[config.mk]
export PLATFORM = sky130hd
export DESIGN_NAME = sss_status_summary
export DESIGN_NICKNAME = d
export VERILOG_FILES = /design/src/logic/sss_pkg.sv /design/src/logic/sss_status_summary.sv
export SDC_FILE = /design/constraint.sdc
export NUM_CORES = 1
export LEC_CHECK = 0
export ABC_CLOCK_PERIOD_IN_PS = 1850
export BUFFER_PORTS_ARGS = -buffer_cell sky130_fd_sc_hd__buf_2
export CAP_MARGIN = 20
export CORE_MARGIN = 2
export CORE_UTILIZATION = 53
export CTS_BUF_LIST = sky130_fd_sc_hd__clkbuf_2
export CTS_CLUSTER_SIZE = 40
export DETAILED_ROUTE_END_ITERATION = 6
export GPL_TIMING_DRIVEN = 1
export PLACE_DENSITY = 0.78
export SLEW_MARGIN = 20
export SYNTH_ARGS = -nofsm -noshare
export SYNTH_HDL_FRONTEND = slang
export SYNTH_SLANG_ARGS = --single-unit
[constraint.sdc]
create_clock -name mclk -period 1.85 [get_ports mclk]
set_input_delay 0.0925 -clock mclk [delete_from_list [all_inputs] [get_ports mclk]]
set_output_delay 0.0925 -clock mclk [all_outputs]
set_load 0.03 [all_outputs]
[src/logic/sss_pkg.sv]
// Purpose: shared constants and types of the status summary block
// Assumes: one clock domain, query port driven by the command decoder
// Notes:   register selects and bit positions are fixed by the status tree
package sss_pkg;

  localparam int REG_W  = 16;
  localparam int BYTE_W = 8;
  localparam int NREG   = 6;

  // registers 0 to 5 held as condition/event/enable triples; ESR and STB are bytes
  typedef enum logic [2:0] {
    SSS_SEL_OPER  = 3'h0,
    SSS_SEL_QUES  = 3'h1,
    SSS_SEL_FREQ  = 3'h2,
    SSS_SEL_LIMIT = 3'h3,
    SSS_SEL_POWER = 3'h4,
    SSS_SEL_SYNC  = 3'h5,
    SSS_SEL_ESR   = 3'h6,
    SSS_SEL_STB   = 3'h7
  } sss_sel_e;

  typedef enum logic [1:0] {
    SSS_OP_COND   = 2'h0,
    SSS_OP_EVENT  = 2'h1,
    SSS_OP_ENA_RD = 2'h2,
    SSS_OP_ENA_WR = 2'h3
  } sss_op_e;

  typedef struct packed {
    logic              valid;
    sss_op_e           op;
    sss_sel_e          sel;
    logic [REG_W-1:0]  data;
  } sss_req_s;

  typedef struct packed {
    logic              valid;
    logic [REG_W-1:0]  data;
  } sss_rsp_s;

  typedef struct packed {
    logic calibration_in_progress;
    logic battery_low;
    logic temperature;
    logic unaligned_label;
    logic ext_reference;
    logic limit1_fail;
    logic limit2_fail;
    logic overload_label;
    logic sync_not_found;
    logic premeas_bounds;
  } sss_cond_s;

  // bit positions
  localparam int OPER_CAL_BIT   = 0;
  localparam int QUES_BATT_BIT  = 2;
  localparam int QUES_TEMP_BIT  = 4;
  localparam int QUES_LIMIT_BIT = 9;
  localparam int QUES_CAL_BIT   = 10;
  localparam int FREQ_EXT_BIT   = 8;
  localparam int LIMIT1_BIT     = 0;
  localparam int LIMIT2_BIT     = 1;
  localparam int POWER_IF_BIT   = 2;
  localparam int SYNC_NF_BIT    = 0;
  localparam int SYNC_PRE_BIT   = 1;
  localparam int STB_ERRQ_BIT   = 2;
  localparam int STB_QUES_BIT   = 3;
  localparam int STB_MAV_BIT    = 4;
  localparam int STB_ESB_BIT    = 5;
  localparam int STB_MSS_BIT    = 6;
  localparam int STB_OPER_BIT   = 7;
  localparam int TOP_BIT        = 15;

  // implemented bits per register; bit 15 never set
  localparam logic [REG_W-1:0] OPER_MASK  = 16'h0001;
  localparam logic [REG_W-1:0] QUES_MASK  = 16'h0614;
  localparam logic [REG_W-1:0] FREQ_MASK  = 16'h0100;
  localparam logic [REG_W-1:0] LIMIT_MASK = 16'h0003;
  localparam logic [REG_W-1:0] POWER_MASK = 16'h0004;
  localparam logic [REG_W-1:0] SYNC_MASK  = 16'h0003;
  localparam logic [BYTE_W-1:0] ESR_MASK  = 8'hbd;
  localparam logic [BYTE_W-1:0] SRQ_MASK  = 8'hbc;

  localparam logic [REG_W-1:0]  REG_RST  = 16'h0000;
  localparam logic [BYTE_W-1:0] BYTE_RST = 8'h00;

endpackage

[src/logic/sss_status_summary.sv]
// Purpose: status register tree with event latching and service request
// Assumes: all inputs synchronous to mclk; esr_set is a pulse per event
// Notes:   answers every query except an enable write one cycle after it is taken
//
// How it works
// - operation register has condition and event parts
// - operation bit 0 follows calibration activity
// - bit 15 of every register reads zero
// - questionable bit 2 flags low battery
// - questionable bit 4 flags questionable temperature
// - questionable bit 9 summarises limit violations
// - questionable bit 10 flags unaligned measurement
// - frequency bit 8 flags external reference
// - limit bits 0 and 1 flag lines
// - power bit 2 flags intermediate frequency overload
// - sync register reports sync and premeasurement faults
// - service request from enabled status byte bits
// - status byte bits summarise lower sources
// - enable parts programmable for every register
// - status byte bit 5 from enabled events
// - status byte bit 7 from operation events
`timescale 1ns/1ps
`default_nettype none
module sss_status_summary
  import sss_pkg::*;
(
  // clock and reset
  input  wire logic             mclk,
  input  wire logic             nrst,
  // live instrument state
  input  wire sss_cond_s        cond_in,
  input  wire logic [BYTE_W-1:0] esr_set,
  input  wire logic             err_queue_nonempty,
  input  wire logic             msg_available,
  // query port
  input  wire sss_req_s         req,
  output var  sss_rsp_s         rsp,
  // service request
  output logic                  srq
);

  function automatic logic [REG_W-1:0] reg_mask(input int idx);
    case (idx)
      0:       reg_mask = OPER_MASK;
      1:       reg_mask = QUES_MASK;
      2:       reg_mask = FREQ_MASK;
      3:       reg_mask = LIMIT_MASK;
      4:       reg_mask = POWER_MASK;
      5:       reg_mask = SYNC_MASK;
      default: reg_mask = REG_RST;
    endcase
  endfunction

  logic [REG_W-1:0]  cond  [NREG];
  logic [REG_W-1:0]  prev  [NREG];
  logic [REG_W-1:0]  event_q [NREG];
  logic [REG_W-1:0]  ena   [NREG];
  logic [BYTE_W-1:0] esr;
  logic [BYTE_W-1:0] ese;
  logic [BYTE_W-1:0] sre;
  logic [BYTE_W-1:0] stb;
  logic [REG_W-1:0]  next_rdata;
  logic              event_summary_bit;
  logic              oper_sum;
  logic              ques_sum;
  logic              rd_event;
  logic              wr_ena;

  // live condition parts, unused bits forced low
  always_comb begin
    for (int i = 0; i < NREG; i++) begin
      cond[i] = REG_RST;
    end
    cond[0][OPER_CAL_BIT]   = cond_in.calibration_in_progress;
    cond[2][FREQ_EXT_BIT]   = cond_in.ext_reference;
    cond[3][LIMIT1_BIT]     = cond_in.limit1_fail;
    cond[3][LIMIT2_BIT]     = cond_in.limit2_fail;
    cond[4][POWER_IF_BIT]   = cond_in.overload_label;
    cond[5][SYNC_NF_BIT]    = cond_in.sync_not_found;
    cond[5][SYNC_PRE_BIT]   = cond_in.premeas_bounds;
    cond[1][QUES_BATT_BIT]  = cond_in.battery_low;
    cond[1][QUES_TEMP_BIT]  = cond_in.temperature;
    cond[1][QUES_LIMIT_BIT] = |cond[3];
    cond[1][QUES_CAL_BIT]   = cond_in.unaligned_label;
  end

  assign rd_event = req.valid && (req.op == SSS_OP_EVENT);
  assign wr_ena   = req.valid && (req.op == SSS_OP_ENA_WR);

  // previous condition for positive transition detection
  always_ff @(posedge mclk or negedge nrst) begin
    if (!nrst) begin
      for (int i = 0; i < NREG; i++) prev[i] <= REG_RST;
    end else begin
      for (int i = 0; i < NREG; i++) prev[i] <= cond[i];
    end
  end

  // event parts: a new transition wins over a clearing read
  always_ff @(posedge mclk or negedge nrst) begin
    if (!nrst) begin
      for (int i = 0; i < NREG; i++) event_q[i] <= REG_RST;
    end else begin
      for (int i = 0; i < NREG; i++) begin
        event_q[i] <= ((rd_event && req.sel == sss_sel_e'(i)) ?
                       REG_RST : event_q[i])
                      | (cond[i] & ~prev[i] & reg_mask(i));
      end
    end
  end

  // enable parts, masked so unused bits cannot summarise
  always_ff @(posedge mclk or negedge nrst) begin
    if (!nrst) begin
      for (int i = 0; i < NREG; i++) ena[i] <= REG_RST;
    end else begin
      for (int i = 0; i < NREG; i++) begin
        if (wr_ena && req.sel == sss_sel_e'(i)) begin
          ena[i] <= req.data & reg_mask(i);
        end
      end
    end
  end

  // event status register and its enable; read clears, set wins
  always_ff @(posedge mclk or negedge nrst) begin
    if (!nrst) begin
      esr <= BYTE_RST;
    end else begin
      esr <= ((rd_event && req.sel == SSS_SEL_ESR) ? BYTE_RST : esr)
             | (esr_set & ESR_MASK);
    end
  end

  always_ff @(posedge mclk or negedge nrst) begin
    if (!nrst) begin
      ese <= BYTE_RST;
      sre <= BYTE_RST;
    end else if (wr_ena) begin
      if (req.sel == SSS_SEL_ESR) ese <= req.data[BYTE_W-1:0] & ESR_MASK;
      if (req.sel == SSS_SEL_STB) sre <= req.data[BYTE_W-1:0] & SRQ_MASK;
    end
  end

  // summaries; sub-registers feed the questionable summary directly
  assign event_summary_bit      = |(esr & ese);
  assign oper_sum = |(event_q[0] & ena[0]);
  assign ques_sum = |(event_q[1] & ena[1]) | |(event_q[2] & ena[2])
                    | |(event_q[3] & ena[3]) | |(event_q[4] & ena[4])
                    | |(event_q[5] & ena[5]);

  always_comb begin
    stb               = BYTE_RST;
    stb[STB_ERRQ_BIT] = err_queue_nonempty;
    stb[STB_QUES_BIT] = ques_sum;
    stb[STB_MAV_BIT]  = msg_available;
    stb[STB_ESB_BIT]  = event_summary_bit;
    stb[STB_OPER_BIT] = oper_sum;
    stb[STB_MSS_BIT]  = srq;
  end

  // service request; mask has no bit 6 so it cannot feed itself
  always_ff @(posedge mclk or negedge nrst) begin
    if (!nrst) srq <= 1'b0;
    else       srq <= |(stb & sre & SRQ_MASK);
  end

  // read mux
  always_comb begin
    next_rdata = REG_RST;
    if (req.sel == SSS_SEL_ESR) begin
      case (req.op)
        SSS_OP_EVENT:  next_rdata = {8'h00, esr};
        SSS_OP_ENA_RD: next_rdata = {8'h00, ese};
        default:       next_rdata = REG_RST;
      endcase
    end else if (req.sel == SSS_SEL_STB) begin
      case (req.op)
        SSS_OP_ENA_RD: next_rdata = {8'h00, sre};
        SSS_OP_ENA_WR: next_rdata = REG_RST;
        default:       next_rdata = {8'h00, stb};
      endcase
    end else begin
      case (req.op)
        SSS_OP_COND:   next_rdata = cond[req.sel];
        SSS_OP_EVENT:  next_rdata = event_q[req.sel];
        SSS_OP_ENA_RD: next_rdata = ena[req.sel];
        default:       next_rdata = REG_RST;
      endcase
    end
    next_rdata[TOP_BIT] = 1'b0;
  end

  always_ff @(posedge mclk or negedge nrst) begin
    if (!nrst) begin
      rsp <= '0;
    end else begin
      rsp.valid <= req.valid && (req.op != SSS_OP_ENA_WR);
      rsp.data  <= next_rdata;
    end
  end
endmodule
`default_nettype wire

==> run_results.csv, run 1 <==
group,metric,value,unit
outcome,status,"finished clean",
synthesis,synth.most_common_cell,"dfrtp_1",
synthesis,seq_area_frac_synth,55.73,%
synthesis,ys_types,46,
sta,setup_slack,0.2791,ns
synthesis,yosysTopAreaCell,"dfrtp_1",
routing,routed_via_density,5.748,
grt,overflow,0,
clock_tree,ctsHtreeMaxLevel,3,
grt,grt_usage,23.50,%
routing,vias,2322,
clock_tree,clockRootBuffer,"clkbuf_2",
synthesis,yosysTopAreaCellShare,55.73,%
floorplan,start_util,55.04,%
floorplan,num_rows,26,
flow_run,drv_cap,0,
cells_and_area,drive_above_1_share,25.75,%
routing,drt_pre_antenna_iters,5,
synthesis,syn_avg_cell_area,11.41,um^2
synthesis,synthTopCellsByCount,"dfrtp_1, a22oi_1, inv_1",
critical_path,endpoint_kind,"flip-flop",
hold_path,hold_class,"in2reg",
grt,grt_first_pass_wirelength,10770,um
grt,antenna_found_initial,0,
grt,grt_pass1_vias,2300,
grt,grt_max_degree,25,
pwr,powerDensity,785.8,nW/um^2
floorplan,die_h,77.06,um
synthesis,synthFlopType,"dfrtp_1",
placement,dp_slack,0.3318,ns
pwr,p_leak,0.001666,uW
sta,min_period,1.571,ns
synthesis,async_reset_ff_share,100.0,%
synthesis,synth.area.top_cells,"dfrtp_1, mux2_2, a22oi_1, mux2_1, a222oi_1",
critical_path,critPathLaunchType,"flip-flop",
sta,slew_headroom,64.70,%
synthesis,synth-edff-count,0,
cells_and_area,antennaDiodeCount,0,
routing,routed_wl,6421,um
pwr,peakVddDrop,0.5528,mV
critical_path,ff2ff_setup_slack,0.28,ns
cells_and_area,area_delta_synth_final,24.64,%
routing,avgRoutedWirePerCell,15.89,um
clock_tree,clock_latency,0.49,ns
synthesis,synth_area,2829,um^2
clock_tree,ctsResizeCount,0,
cells_and_area,fin_area,3526,um^2
routing,drt_iter0_drc,251,
sta,period_share,84.91,%
critical_path,critPathKind,"reg2reg",
sta,rsz0062_at_grt,"no",
sta,setup-tns-final,0,ns
placement,dpl.hpwl,4419,um
sta,max_slew.worst_pin.slew,0.5295,ns
synthesis,ys_seq_elements,63,
clock_tree,cts_setup_buffers,0,
clock_tree,cts_buffers,9,
floorplan,core,5140,um^2
placement,gp_congestion,0.8423,
hold_path,holdPathStages,4,
clock_tree,ctsLongestPathBuffers,2,
clock_tree,cts.sinks,63,
sta,setup_viol,0,
critical_path,critPathArrivalTime,1.96,ns
pwr,power,2771,uW
cells_and_area,final_nets,380,
clock_tree,cts_tree,"built",
sta,hold_violations,0,
clock_tree,cts.clk_slew.worst_paths,0.16,ns
placement,portBuffers,48,
sta,skew,0.01891,ns
critical_path,reg2reg_depth,4,
floorplan,fp.dieArea,5938,um^2
routing,ant_nets,0,
placement,dpl_cell_area,3152,um^2
floorplan,io_pins,62,
sta,report.final.slew_viol_count,0,
sta,fmax,636.6,MHz
floorplan,die_w,77.06,um
synthesis,syn_inst,248,
critical_path,crit_fanout,3,
routing,drc,0,
synthesis,ys_warn_count,0,
clock_tree,postCtsHoldBufs,31,
critical_path,required,2.24,ns
[final cells by class]
type	count	area [um^2]
sequential	63	1577
tap	70	87.58
timing repair buffer	85	620.6
clock inverter	3	13.76
inverter	16	60.06
multi-input combinational	157	1117
clock buffer	10	50.05
fill	415	1614
[worst paths after layout]
| path | from | endpoint |
|---|---|---|
| setup / recovery | sre[4] | srq |
| hold / removal | msg_available | rsp[4] |
| setup reg to reg | sre[4] | srq |
| hold reg to reg | prev[33] | event_q[33] |
| max in group asynchronous | nrst | event_q[68] |
| min in group asynchronous | nrst | ese[0] |
[worst max-delay path: stages (launching register included)]
cell and delay, ns:
dfrtp_1 0.43, a22oi_1 0.16, dlygate4sd3_1 0.57, nand2_1 0.06, a221o_1 0.26
[routing by layer]
metal  track usage [%]  part of all wire, %  wire (um)  vias to the layer above
met1             31.53                   43       2737                     1139
met5                 0                    0          0                        -
met3             6.000                  7.1        453                       11
met2             37.37                   49       3132                      107
met4             8.393                  1.5         98                        0
li1                  -                    -          -                     1065
[sequential cells by signal, summed over array words and instances (netlist names)]
signal,flops
rsp,12
ena,11
event_q,11
prev,11
ese,6
esr,6
sre,5
srq,1
[power by group]
part / internal (uW) / total (uW) / switching, uW / leakage [uW]
Sequential: 1510 / 1610 / 94.8 / 0.000735
Clock: 153 / 618 / 465 / 0.0000509
Combinational: 265 / 545 / 280 / 0.000879
[layout by cell type (no fill, tap or decap), drive strengths merged, types with 2 or more instances in the layout]
master and count:
a22oi 19, nand2b 4, inv 16, nor3b 2, dfrtp 63, a21oi 6
dlygate4sd3 31, a222oi 6, a22o 5, mux2 21, nand3 8, o21ai 11
and3 2, nor3 2, clkbuf 10, clkinv 3, or3b 3, nand4 2
o31ai 2, nor2 13, nand2 14, o22ai 4, buf 54, ha 4
a21o 7, conb 5, o22a 2
[per-stage QoR]
step / cells / util (%) / hold WS, ns
finish: 404 / 68.60 / 0.03194
detailed placement: 360 / 61.32 / 0.1027
CTS: 404 / 68.60 / 0.01381
global route: 404 / 68.60 / 0.03269
global placement: 360 / 61.32 / 0.09716
floorplan: 252 / - / -0.2031
[cells by family after synthesis]
| group | Yosys count | synth area share [%] |
|---|---|---|
| AOI/OAI and AO/OA | 70 | 18.13 |
| adders and majority gates | 4 | 1.769 |
| buffers and inverters | 32 | 5.307 |
| DFF | 63 | 55.73 |
| muxes | 21 | 8.359 |
| other | 1 | 0.1326 |
| and+or+nand+nor | 57 | 10.57 |
(Power assumes the default switching activity.)
==> run 2: changes to the inputs <==
ABC_CLOCK_PERIOD_IN_PS = 1350   (was 1850)
CORE_UTILIZATION = 50   (was 53)
PLACE_DENSITY = 0.77   (was 0.78)
clock period = 1.35 ns   (was 1.85 ns; I/O delays follow)
==> run 2 against run 1 <==
The flow now finishes with violations (setup timing); clock skew is essentially flat; combinational power grew 55%; global-route usage grew 1.4 points; clock power grew 47%; non-clock buffer count grew 31; final cell count grew 9.2%; final area grew 8.5%; die area grew 5.7%; hold slack gained 0.034 ns; maximum frequency grew 9.4%; critical endpoint unchanged; largest power group unchanged; highest routed layer unchanged.
==> run_results.csv, run 2 (same netlist as run 1, synthesis figures left out) <==
group,metric,value,unit
floorplan,core,5473,um^2
cells_and_area,mostFrequentLayoutCell,"dfrtp_1",
critical_path,critPathLaunchType,"flip-flop",
floorplan,die_h,79.22,um
cells_and_area,fin_util,69.91,%
sta,hold_violations,0,
critical_path,endpoint_kind,"flip-flop",
clock_tree,cts.clk_slew.worst_paths,0.17,ns
routing,drc,0,
critical_path,critPathArrivalTime,1.82,ns
sta,fmax,696.5,MHz
pwr,powerDensity,1037,nW/um^2
critical_path,reg2reg_to,"srq",
grt,grt_max_degree,26,
floorplan,io_pins,62,
routing,routed_via_density,5.630,
routing,routed_wl,7104,um
grt,antenna_found_initial,1,
clock_tree,ctsLongestPathBuffers,2,
hold_path,hold_class,"in2async",
clock_tree,clock_latency,0.49,ns
cells_and_area,drive_above_1_share,34.24,%
flow_run,drv_cap,0,
critical_path,crit_fanout,2,
outcome,violations,"setup timing",
clock_tree,cts.sinks,63,
sta,slew_headroom,64.15,%
outcome,status,"finished with violations",
clock_tree,cts_buffers,9,
sta,setup_viol,2,
grt,grt_usage,24.90,%
routing,drt_pre_antenna_iters,6,
routing,drt_iter0_drc,206,
pwr,p_leak,0.001832,uW
sta,setup_slack,-0.08584,ns
clock_tree,clockRootBuffer,"clkbuf_2",
cells_and_area,area_delta_synth_final,35.25,%
grt,grt_pass1_vias,2436,
placement,portBuffers,48,
floorplan,num_rows,27,
pwr,peakVddDrop,0.7276,mV
critical_path,r2r_start,"ena[0]",
clock_tree,ctsHtreeMaxLevel,3,
sta,max_slew.worst_pin.slew,0.5378,ns
grt,overflow,0,
placement,gp_congestion,0.8460,
sta,skew,0.01884,ns
placement,dpl.hpwl,4908,um
cells_and_area,regMostFlops,"rsp",
sta,min_period,1.436,ns
grt,grt_first_pass_wirelength,11630,um
routing,vias,2483,
routing,ant_nets,0,
critical_path,ff2ff_setup_slack,-0.09,ns
critical_path,required,1.73,ns
placement,dp_slack,-0.1238,ns
sta,rsz0062_at_grt,"yes",
cells_and_area,final_cell_mix,"dfrtp_1, buf_2, dlygate4sd3_1",
cells_and_area,final_nets,411,
floorplan,start_util,51.69,%
sta,report.final.slew_viol_count,0,
floorplan,fp.dieArea,6276,um^2
critical_path,critPathKind,"reg2reg",
floorplan,die_w,79.22,um
clock_tree,cts_tree,"built",
routing,avgRoutedWirePerCell,16.11,um
critical_path,reg2reg_depth,4,
cells_and_area,largest_reg_flops,12,
sta,period_share,106.4,%
-- run 2: cell count changes in the layout (fill, tap and decap cells not counted), sizes merged --
| cell | previous run | this run |
|---|---|---|
| dlygate4sd3 | 31 | 33 |
| clkinvlp | 0 | 1 |
| diode | 0 | 1 |
| buf | 54 | 81 |
| clkbuf | 10 | 14 |
-- run 2: final cells by class --
| type | instances | area [um^2] |
|---|---|---|
| clock inverters | 4 | 22.52 |
| multi-input cells | 157 | 1147 |
| well taps | 72 | 90.09 |
| repair buffers | 116 | 867.1 |
| inverters | 16 | 60.06 |
| diodes | 1 | 2.502 |
| fillers | 423 | 1647 |
| clock buffers | 12 | 60.06 |
| flip-flops and latches | 63 | 1577 |
-- run 2: how the worst max path moves through the flow --
stage                    start  endpoint  slack, ns  cells past startpoint
global route            ena[0]       srq      -0.17                      4
detailed placement     req[20]    rsp[4]      -0.12                      7
floorplan           event_q[0]       srq       0.02                      4
CTS                     ena[0]       srq      -0.12                      4
global placement       req[19]    rsp[0]       -0.1                      7
finish                  ena[0]       srq      -0.09                      4
-- run 2: critical path, cell delays in order, from the launching register on --
cell	delay, ns
dfrtp_1	0.41
a22o_1	0.27
a221oi_2	0.18
nand4_1	0.16
a221o_1	0.32
-- run 2: per-layer routing --
layer | vias up | track usage, % | routed length (um)
met4 | 0 | 12.41 | 210
met2 | 128 | 39.32 | 3406
li1 | 1128 | - | -
met5 | - | 0 | 0
met3 | 19 | 6.364 | 477
met1 | 1208 | 31.88 | 3011
-- run 2: report_power, final --
part	total [uW]	internal [uW]	switching (uW)	leakage, uW
logic	845	432	413	0.00104
clock network	911	256	655	0.0000617
registers	2210	2070	136	0.000735
-- run 2: through the flow --
stage	total power [uW]	std cells	TNS [ns]	area [um^2]	hold WS [ns]
finish	3966	441	-0.09579	3826	0.06590
global route	4177	441	-0.2760	3826	0.04718
CTS	3972	440	-0.1211	3796	0.04848
detailed placement	2986	391	-1.384	3372	0.07409
global placement	2960	391	-0.5090	3372	0.07274
floorplan	2651	252	0	2844	-0.2281
-- run 2: what timing repair did --
| item | CTS | global route |
|---|---|---|
| hold endpoints to repair | 117 | 0 |
| cloned | 0 | 0 |
| setup endpoints to repair | 3 | 10 |
| pin swaps | 6 | 5 |
| resized for setup | 2 | 8 |
| hold buffers | 33 | 0 |
| setup buffers | 0 | 0 |
==> run 3: changes to the inputs <==
--- a/config.mk
+++ b/config.mk
@@ -12,8 +12,8 @@
 export CORE_UTILIZATION = 50
 export CTS_BUF_LIST = sky130_fd_sc_hd__clkbuf_2
-export CTS_CLUSTER_SIZE = 40
 export DETAILED_ROUTE_END_ITERATION = 6
 export GPL_TIMING_DRIVEN = 1
 export PLACE_DENSITY = 0.77
+export REMOVE_ABC_BUFFERS = 1
 export SLEW_MARGIN = 20
 export SYNTH_ARGS = -nofsm -noshare
==> constraint.sdc (replaced) <==
create_clock -name mclk -period 1.35 [get_ports mclk]
set_input_delay 0.0675 -clock mclk [delete_from_list [all_inputs] [get_ports mclk]]
set_output_delay 0.0675 -clock mclk [all_outputs]
set_load 0.02 [all_outputs]
==> run 3 against run 2 <==
The run still ends with setup timing left; global-route usage decreased by 0.29 points; critical endpoint unchanged; largest cell class unchanged; final area down 0.56%; hold slack got worse by 0.024 ns; non-clock buffer count fell by 1; sequential power about the same; via count fell by 1.9%; critical path type unchanged.
==> run_results.csv, run 3 (same netlist as run 1, synthesis figures left out) <==
group,metric,value,unit
clock_tree,cts.sinks,63,
cells_and_area,drive_above_1_share,32.79,%
sta,skew,0.02869,ns
flow_run,drv_cap,0,
routing,drc,0,
sta,hold_ws,0.04230,ns
critical_path,critPathArrivalTime,1.84,ns
pwr,clkPwrFrac,26.4,%
routing,routed_via_density,5.562,
routing,drt_pre_antenna_iters,6,
sta,period_share,104.2,%
grt,antenna_found_initial,0,
sta,report.final.slew_viol_count,0,
floorplan,die_w,79.22,um
cells_and_area,antennaDiodeCount,0,
cells_and_area,regMostFlops,"rsp",
placement,gp_congestion,0.8853,
clock_tree,ctsHtreeMaxLevel,3,
cells_and_area,mostFrequentLayoutCell,"dfrtp_1",
floorplan,num_rows,27,
floorplan,core,5473,um^2
routing,avgRoutedWirePerCell,15.94,um
pwr,p_leak,0.001827,uW
clock_tree,clockRootBuffer,"clkbuf_2",
grt,grt_usage,24.61,%
clock_tree,cts.clk_slew.worst_paths,0.17,ns
outcome,violations,"setup timing",
pwr,powerDensity,1077,nW/um^2
critical_path,endpoint_kind,"flip-flop",
pwr,peakVddDrop,0.6693,mV
grt,grt_pass1_vias,2422,
clock_tree,clock_latency,0.53,ns
clock_tree,cts_tree,"built",
grt,overflow,0,
sta,rsz0062_at_grt,"yes",
cells_and_area,final_cell_mix,"dfrtp_1, buf_2, buf_4",
pwr,p_comb_share,19.8,%
critical_path,crit_fanout,2,
routing,ant_nets,0,
cells_and_area,area_delta_synth_final,34.50,%
routing,routed_wl,6983,um
routing,vias,2436,
clock_tree,ctsLongestPathBuffers,2,
cells_and_area,final_nets,410,
pwr,swShare,29.33,%
sta,fmax,710.5,MHz
placement,dpl.hpwl,4826,um
cells_and_area,largest_reg_flops,12,
sta,setup_slack,-0.05736,ns
pwr,seqPwrFrac,53.9,%
grt,grt_first_pass_wirelength,11560,um
critical_path,critPathKind,"reg2reg",
pwr,power_switching,1202,uW
placement,portBuffers,48,
cells_and_area,fin_util,69.52,%
routing,drt_iter0_drc,236,
critical_path,required,1.78,ns
clock_tree,cts_setup_buffers,0,
grt,grt_max_degree,64,
hold_path,hold_class,"in2async",
floorplan,die_h,79.22,um
critical_path,critPathLaunchType,"flip-flop",
critical_path,reg2reg_depth,4,
pwr,cell_internal_pwr,2895,uW
sta,hold_violations,0,
clock_tree,cts_buffers,9,
sta,min_period,1.407,ns
outcome,status,"finished with violations",
sta,setup_viol,2,
floorplan,start_util,51.69,%
floorplan,io_pins,62,
floorplan,fp.dieArea,6276,um^2
run 3: cell types whose count changed in the layout (fill, tap and decap cells not counted), moves of 2 or more:
cell / before / now
clkbuf_4: 2 / 0
buf_4: 32 / 34
clkinv_1: 0 / 2
clkbuf_2: 12 / 9
run 3: critical path: stages (launching register included):
cell and delay, ns:
dfrtp_1 0.41, a22o_1 0.27, a221oi_2 0.18, nand4_1 0.15, a221o_1 0.32
run 3: final timing paths:
kind                       startpoint           to  slack (ns)
min in group mclk             req[20]      rsp[16]        0.19
hold / removal                   nrst      ena[32]        0.04
setup reg to reg               ena[0]          srq       -0.06
hold reg to reg              prev[80]  event_q[80]        0.44
setup / recovery               ena[0]          srq       -0.06
max in group asynchronous        nrst       ena[1]        1.01
run 3: cell type report:
| cell class | count | area [um^2] |
|---|---|---|
| Sequential cell | 63 | 1577 |
| Inverter | 16 | 60.06 |
| Timing Repair Buffer | 115 | 840.8 |
| Multi-Input combinational cell | 157 | 1140 |
| Clock inverter | 6 | 52.55 |
| Tap cell | 72 | 90.09 |
| Clock buffer | 9 | 45.04 |
| Fill cell | 416 | 1668 |
run 3: timing repair:
| action | 4_1_cts | 5_1_grt |
|---|---|---|
| hold endpoints to repair | 121 | 0 |
| pin swaps | 5 | 6 |
| hold buffers | 33 | 0 |
| resized for setup | 2 | 5 |
| endpoints found under the setup margin | 4 | 10 |
run 3: power by group through the flow:
stage / sequential, uW / clock [uW] / combinational (uW)
after floorplan: 2240 / 0 / 355
after global placement: 2230 / 0 / 698
after detailed placement: 2240 / 0 / 720
after CTS: 2200 / 1100 / 804
after global routing: 2230 / 1160 / 885
final: 2210 / 1080 / 810
run 3: metrics by stage:
step / instances / worst slack, ns / total power [uW] / TNS [ns] / cell area [um^2]
6_report: 438 / -0.05736 / 4097 / -0.06929 / 3805
5_1_grt: 438 / -0.1615 / 4282 / -0.3074 / 3805
4_1_cts: 438 / -0.06465 / 4107 / -0.08160 / 3791
3_5_place_dp: 390 / -0.1195 / 2960 / -1.223 / 3352
3_3_place_gp: 390 / -0.1061 / 2926 / -1.091 / 3352
2_1_floorplan: 236 / -0.02468 / 2594 / -0.02468 / 2754
run 3: per-layer routing:
| layer | vias up | GRT usage [%] | routed length [um] |
|---|---|---|---|
| met5 | - | 0 | 0 |
| met4 | 0 | 10.17 | 170 |
| met3 | 18 | 6.477 | 447 |
| met2 | 94 | 40.34 | 3362 |
| met1 | 1192 | 31.00 | 3003 |
| li1 | 1132 | - | - |
